### config.mk
export PLATFORM = sky130hd
export DESIGN_NAME = plc_link_ctrl
export DESIGN_NICKNAME = d
export VERILOG_FILES = /design/src/core/plc_pkg.sv /design/src/core/plc_ctl_if.sv /design/src/core/plc_pm.sv /design/src/core/plc_link_ctrl.sv
export SDC_FILE = /design/constraint.sdc
export NUM_CORES = 1
export LEC_CHECK = 0
export BUFFER_PORTS_ARGS = -buffer_cell sky130_fd_sc_hd__buf_2
export CELL_PAD_IN_SITES_DETAIL_PLACEMENT = 0
export CELL_PAD_IN_SITES_GLOBAL_PLACEMENT = 1
export CORE_MARGIN = 4
export CORE_UTILIZATION = 30
export DETAILED_ROUTE_END_ITERATION = 12
export PLACE_DENSITY = 0.82
export SYNTH_ARGS = -nofsm -noshare
export SYNTH_HDL_FRONTEND = slang
export SYNTH_SLANG_ARGS = --single-unit
### constraint.sdc
create_clock -name clk_sys -period 3.85 [get_ports clk_sys]
set_clock_uncertainty 0.2 [all_clocks]
set_input_delay 0 -clock clk_sys [delete_from_list [all_inputs] [get_ports clk_sys]]
set_output_delay 0 -clock clk_sys [all_outputs]
set_load 0.01 [all_outputs]
### src/core/plc_pkg.sv
/*
  Constants for the link control register block: offset, field positions,
  power-state encodings and latency selection.
  Assumes a 16-bit register reached through configuration space accesses.
*/
package plc_pkg;
  localparam logic [11:0] LINK_CONTROL_OFS = 12'h0B0;
  localparam int REG_W = 16;
  // Field positions
  localparam int ASPM_LO = 0;
  localparam int ASPM_HI = 1;
  localparam int RCB_BIT = 3;
  localparam int CCLK_BIT = 6;
  localparam int XSYNC_BIT = 7;
  localparam logic [15:0] WR_MASK = 16'h00CB;
  localparam logic [15:0] RESET_VAL = 16'h0000;
  // Power state entry encodings
  localparam logic [1:0] ASPM_OFF = 2'h0;
  localparam logic [1:0] ASPM_L0S = 2'h1;
  localparam logic [1:0] ASPM_L1 = 2'h2;
  localparam logic [1:0] ASPM_BOTH = 2'h3;
  localparam logic [2:0] LAT_W = 3'h3;
  // Link power states
  typedef enum logic [1:0] {PLC_L0, PLC_L0S, PLC_L1} plc_pstate_e;
endpackage

### src/core/plc_ctl_if.sv
/*
  Control bundle between the register file and the link power controller.
  Assumes both ends run on clk_sys.
*/
`timescale 1ns/1ns
interface plc_ctl_if;
  logic [1:0] aspm;
  logic common_clk;
  logic ext_sync;
  logic [2:0] l0s_lat;
  modport regs (output aspm, output common_clk, output ext_sync,
    output l0s_lat);
  modport pm (input aspm, input common_clk, input ext_sync,
    input l0s_lat);
endinterface

### src/core/plc_pm.sv
/*
  Link power controller: picks L0s or L1 entry from idle requests, gated by
  the power state entry field; drives fast-training exit sequence length.
  Assumes requests come from logic on clk_sys.
*/
`timescale 1ns/1ns
module plc_pm (
  // Clock and reset
  input wire logic clk_sys,
  input wire logic rstn,
  // Controls from the register
  plc_ctl_if.pm ctl,
  // Requests
  input wire logic tx_idle_l0s,
  input wire logic idle_l1,
  input wire logic wake,
  // Status
  output logic [1:0] pstate,
  output logic ext_exit,
  output logic [2:0] exit_lat
);
  plc_pkg::plc_pstate_e st_q, st_d;
  logic xs_q, xs_d;
  logic [2:0] lat_q, lat_d;

  always_comb begin
    st_d = st_q;
    xs_d = 1'b0;
    lat_d = ctl.l0s_lat;  // RL8
    case (st_q)
      plc_pkg::PLC_L0: begin
        // Never enter a state the field forbids
        if (idle_l1 && ctl.aspm[1]) begin  // RL13
          st_d = plc_pkg::PLC_L1;
        end else if (tx_idle_l0s && ctl.aspm[0]) begin  // RL13
          st_d = plc_pkg::PLC_L0S;
        end
      end
      plc_pkg::PLC_L0S: begin
        if (wake) begin
          st_d = plc_pkg::PLC_L0;
          xs_d = ctl.ext_sync;  // RL9
        end
      end
      plc_pkg::PLC_L1: begin
        if (wake) begin
          st_d = plc_pkg::PLC_L0;
        end
      end
      default: st_d = plc_pkg::PLC_L0;
    endcase
  end

  always_ff @(posedge clk_sys or negedge rstn) begin
    if (!rstn) begin
      st_q <= plc_pkg::PLC_L0;
      xs_q <= 1'b0;
      lat_q <= 3'h0;
    end else begin
      st_q <= st_d;
      xs_q <= xs_d;
      lat_q <= lat_d;
    end
  end

  assign pstate = st_q;
  assign ext_exit = xs_q;
  assign exit_lat = lat_q;
endmodule

### src/core/plc_link_ctrl.sv
/*
  Link control configuration register of an endpoint with its power
  controller. Holds power state entry control, completion boundary,
  common clock and extended sync bits.
  Assumes single-cycle config write/read strobes on clk_sys.
*/
// Notes on behaviour
// [RL1] Bits 1:0 writable: off, L0s, L1, or both entry allowed.
// [RL2] Receiver may still enter L0s whatever the field says.
// [RL3] Function reset keeps bits 1:0, 6 and 7; full reset clears them.
// [RL4] Bit 3 writable completion boundary, zero is 64 byte, one 128.
// [RL5] Software sets bit 3 only if root port reports 128 byte.
// [RL6] Bits 4 and 5 read-only zero for endpoints.
// [RL7] Bit 6 writable, set means common reference clock with partner.
// [RL8] Common clock bit selects L0s exit latency used and reported.
// [RL9] Bit 7 set: extended fast training plus extra TS1 on L0s exit.
// [RL10] Bits 8 through 11 read-only zero.
// [RL11] L0s exit latency loaded from config, per clock mode.
// [RL12] Reserved and read-only bits ignore writes, read zero.
// [RL13] Power controller never enters a state the field forbids.
`timescale 1ns/1ns
module plc_link_ctrl (
  // Clock and resets
  input wire logic clk_sys,
  input wire logic rstn,
  input wire logic flr,
  // Configuration access
  input wire logic cfg_wr,
  input wire logic cfg_rd,
  input wire logic [11:0] cfg_addr,
  input wire logic [15:0] cfg_wdata,
  input wire logic [1:0] cfg_be,
  output logic [15:0] cfg_rdata,
  output logic cfg_ack,
  // Latencies from non-volatile config
  input wire logic [2:0] nv_lat_common,
  input wire logic [2:0] nv_lat_sep,
  // Link power side
  input wire logic tx_idle_l0s,
  input wire logic idle_l1,
  input wire logic wake,
  input wire logic rx_idle,
  output logic [1:0] pstate,
  output logic ext_exit,
  output logic [2:0] l0s_exit_lat,
  output logic rx_l0s,
  output logic rcb_128
);
  plc_ctl_if ctl ();
  logic [15:0] reg_q, reg_d, wmask;
  logic [15:0] rd_q, rd_d;
  logic ack_q, ack_d, rxl_q, rxl_d;
  logic [2:0] lat_q, lat_d;
  logic hit;

  // ==========================================================
  // Register write
  // ==========================================================
  assign hit = (cfg_addr == plc_pkg::LINK_CONTROL_OFS);
  assign wmask = plc_pkg::WR_MASK & {{8{cfg_be[1]}}, {8{cfg_be[0]}}};

  always_comb begin
    reg_d = reg_q;
    if (flr) begin
      // Only the completion boundary clears; the rest survive  RL3
      reg_d[plc_pkg::RCB_BIT] = 1'b0;  // RL3
    end else if (cfg_wr && hit) begin
      // Read-only and reserved bits never take write data
      reg_d = (reg_q & ~wmask) | (cfg_wdata & wmask);  // RL1 RL4 RL7 RL12
    end
    reg_d = reg_d & plc_pkg::WR_MASK;  // RL6 RL10 RL12
  end

  // ==========================================================
  // Read path and latency select
  // ==========================================================
  always_comb begin
    rd_d = 16'h0000;
    ack_d = cfg_wr | cfg_rd;
    if (cfg_rd && hit) begin
      rd_d = reg_q;  // RL6 RL10 RL12
    end
    // Latency follows the clock mode bit  RL8
    lat_d = reg_q[plc_pkg::CCLK_BIT] ? nv_lat_common : nv_lat_sep;  // RL11
    // Receiver L0s is independent of the transmit enable field
    rxl_d = rx_idle & ~wake;  // RL2
  end

  always_ff @(posedge clk_sys or negedge rstn) begin
    if (!rstn) begin
      reg_q <= plc_pkg::RESET_VAL;  // RL3
      rd_q <= 16'h0000;
      ack_q <= 1'b0;
      lat_q <= 3'h0;
      rxl_q <= 1'b0;
    end else begin
      reg_q <= reg_d;
      rd_q <= rd_d;
      ack_q <= ack_d;
      lat_q <= lat_d;
      rxl_q <= rxl_d;
    end
  end

  assign ctl.aspm = reg_q[plc_pkg::ASPM_HI:plc_pkg::ASPM_LO];
  assign ctl.common_clk = reg_q[plc_pkg::CCLK_BIT];
  assign ctl.ext_sync = reg_q[plc_pkg::XSYNC_BIT];
  assign ctl.l0s_lat = lat_q;

  // ==========================================================
  // Power controller
  // ==========================================================
  plc_pm u_pm (
    .clk_sys(clk_sys),
    .rstn(rstn),
    .ctl(ctl),
    .tx_idle_l0s(tx_idle_l0s),
    .idle_l1(idle_l1),
    .wake(wake),
    .pstate(pstate),
    .ext_exit(ext_exit),
    .exit_lat(l0s_exit_lat)
  );

  assign cfg_rdata = rd_q;
  assign cfg_ack = ack_q;
  assign rx_l0s = rxl_q;
  // Boundary is only a hint to the requester; software keeps it honest  RL5
  assign rcb_128 = reg_q[plc_pkg::RCB_BIT];
endmodule

==> impl_results.md <==
* Status: finished, final reports clean
* Sequential-to-total area share from yosys stat at 57.38%
* Vias at 748
* Top cells by area, synth: dfrtp_1, buf_4, mux2_2
* Vias in the first global route at 800
* Starting Density at 32.38%
* DR pass1 iterations at 3
* Mapped Avg Cell Area at 12.72 um2
* Hold buffer count at cts at 22
* Reg2reg start: u_pm.pstate[1]$_DFFE_PN0P_
* Critical Path Fanout Max at 4
* R2R cell count at 6
* Most common cell on crit path: nor2b_1
* Placed insts at 148
* Hold_ws at 0.03871 ns
* Min cycle time layout at 2.149 ns
* Total Wirelength at 2.105 mm
* Overall routing resource usage at 10.71%
* Final setup vio count at 0
* IR drop worst, VDD at between 0.1 and 0.15 mV
* Clock Latency Late Sink at between 0.2 and 0.3 ns
* Register bit total from synthesis at 21
* Commonest non-fill, non-tap cell in the layout: buf_2
* Post-CTS Resized at 0
* Total power at 0.3823 mW
* Post-synthesis instance area at 915.9 um2
* Worst EP required at between 3 and 4 ns
* CTS Root Cell: clkbuf_4
* Die Span Y at 63.26 um
* Cells after synthesis at around 70
* Layout area overhead at 51.50%
* Fin. max-slew vios at 0
* Site Rows at 19
* DRT iter0 DRCs at 12
* Die Width at around 63 um
* Met1 Usage GRT at 11.71%
* Die Footprint at 0.004001 mm2
* GR Util met3 at 2.131%
* PwrDens at 275.5 mW/mm2
* Post-DP Area at approximately 0.0011 mm2
* Fin area at about 0.0014 mm2
* Grt peak-use layer: met2
* Final setup TNS at 0 ns
* R2R Path End: u_pm.pstate[0]$_DFFE_PN0P_
* Worst setup EP type: flip-flop
* Core footprint at 0.002829 mm2
* Post-CTS setup buffer count at 0
* Total clock sinks at 21
* Static leakage at 0.7372 nW
* # DRC at 0
* Critical path, cell by cell: inv_1, ha_1, nor2b_1, o21ai_0, nor2b_1, dlygate4sd3_1
* # diodes at 0
* Commonest non-fill, non-tap cells in the layout: buf_2, dlygate4sd3_1, dfrtp_1
* CP max stage delay at roughly 0.54 ns
* Slowest CP cell: dlygate4sd3_1
* Worst-Margin Slew at 0.9035 ns
* First-pass GRT wire length at 3.339 mm
* Clock tree buffer depth at 2
* Crit path launch type: flip-flop
* Max Cap Viol at 0
* Flop-to-flop setup slack at 1.70 ns
* CTS Buf Count at 3
* HPWL Detailed at between 1.5 and 2 mm
* Layout cells sized above 1 at 41.26%
* Final Non-Filler Cells at 174
* CTS tree: yes
* Final Hold Violating Endpoints at 0
* CP Launch Point: u_pm.pstate[1]$_DFFE_PN0P_
* Worst setup path end: u_pm.pstate[0]$_DFFE_PN0P_
* Highest clock rate at 465.2 MHz
* Critical path type: flip-flop to flip-flop
* RSZ-0062 raised after global routing: false
* Clock Pin Slew Worst Setup and Hold Paths at 0.11 ns
* Overflow after GRT at 0
* WL/cell at 12.10 um
* YS warnings at 0
* Port-buffer cells at 46
* Hold crit path type: input port to flip-flop
* Routing usage on met2 at a little under a fifth
* Share of the synthesized area in the top cell type at 57.38%
* Initial antenna violation count at 0
* Largest area contributor in the netlist: dfrtp_1
* Placer Congestion at 0.7146
* Vias per Instance at between 4 and 5
* Count of cell types in the netlist at 22
* Largest net degree at the start of global routing at 22
* Arr. time, crit path at 2.13 ns
* Slew HR at 39.57%
* Post-route antenna net violation count at 0
* IO Pins at 70
* Final net count at 191
* Clock H-tree levels at 1
* Tcrit/Tclk final at 55.83%
## report_power, final
group / total [mW] / internal [mW] / switching (mW)
clock: 0.102 / 0.0386 / 0.0635
sequential: 0.226 / 0.225 / 0.00143
combinational: 0.0537 / 0.0311 / 0.0227
total: 0.382 / 0.295 / 0.0876
## cell type report
class / instances / area, um2
multi-input cells: 47 / 334.1
clock buffers: 3 / 22.52
repair buffers: 68 / 450.4
inverters: 3 / 11.26
clock inverters: 1 / 5.005
fillers: 271 / 1441
flip-flops and latches: 21 / 525.5
well taps: 31 / 38.79
## cells by family (layout without fill, tap and decap cells)
kind of cell | Yosys count | after routing | synth area share (%)
multiplexers | 8 | 8 | 9.700
flip-flops | 21 | 21 | 57.38
adder cells (fa/ha/maj) | 2 | 2 | 2.732
buffers and inverters | 14 | 75 | 10.25
other | 1 | 11 | 0.4094
AO/OA/AOI/OAI | 4 | 4 | 3.005
AND/OR/NAND/NOR | 22 | 22 | 16.53
## per-stage QoR
| stage | setup slack, ns | utilization [%] |
|---|---|---|
| 3_3_place_gp | 1.926 | 40.29 |
| 6_report | 1.701 | 49.05 |
| 4_1_cts | 1.702 | 49.05 |
| 3_5_place_dp | 1.876 | 40.29 |
| 2_1_floorplan | 2.191 | - |
| 5_1_grt | 1.589 | 49.05 |
## routing by layer
metal | up-vias | wire [um] | part of all wire [%]
met5 | - | 0 | 0
met4 | 0 | 27 | 1.3
met3 | 2 | 188 | 8.9
met2 | 44 | 1042 | 50
met1 | 339 | 847 | 40
li1 | 363 | - | -
## critical path: cells and delay by family (launching register included)
family | cells | cell delay (ns)
compound gates | 1 | 0.14
flops | 1 | 0.42
buf+inv | 2 | 0.62
simple gates | 2 | 0.41
fa+ha+maj | 1 | 0.27
## worst min-delay path by stage
stage	startpoint	endpoint	slack, ns	cells past startpoint
6_report	cfg_be[0]	flip-flop	0.04	4
5_1_grt	cfg_be[0]	flip-flop	0.03	4
4_1_cts	cfg_be[0]	flip-flop	0.04	4
3_5_place_dp	rstn	rx_l0s$_DFF_PN0_	-0.22	1
3_3_place_gp	rstn	rx_l0s$_DFF_PN0_	-0.23	1
2_1_floorplan	rstn	async pin	-0.50	0
## cell usage after synthesis
cell,n
dfrtp_1,21
buf_4,11
mux2_2,7
and2_1,5
inv_1,3
nand2_1,3
nor2b_1,3
ha_1,2
nand2b_1,2
nor4_1,2
or4_1,2
a21oi_1,1
a22o_1,1
and3_1,1
conb_1,1
mux2i_1,1
nand3b_1,1
nand4b_1,1
nor4_4,1
o21ai_0,1
o2bb2ai_1,1
or2_2,1
Note: power is estimated with default switching activity, not from simulation.
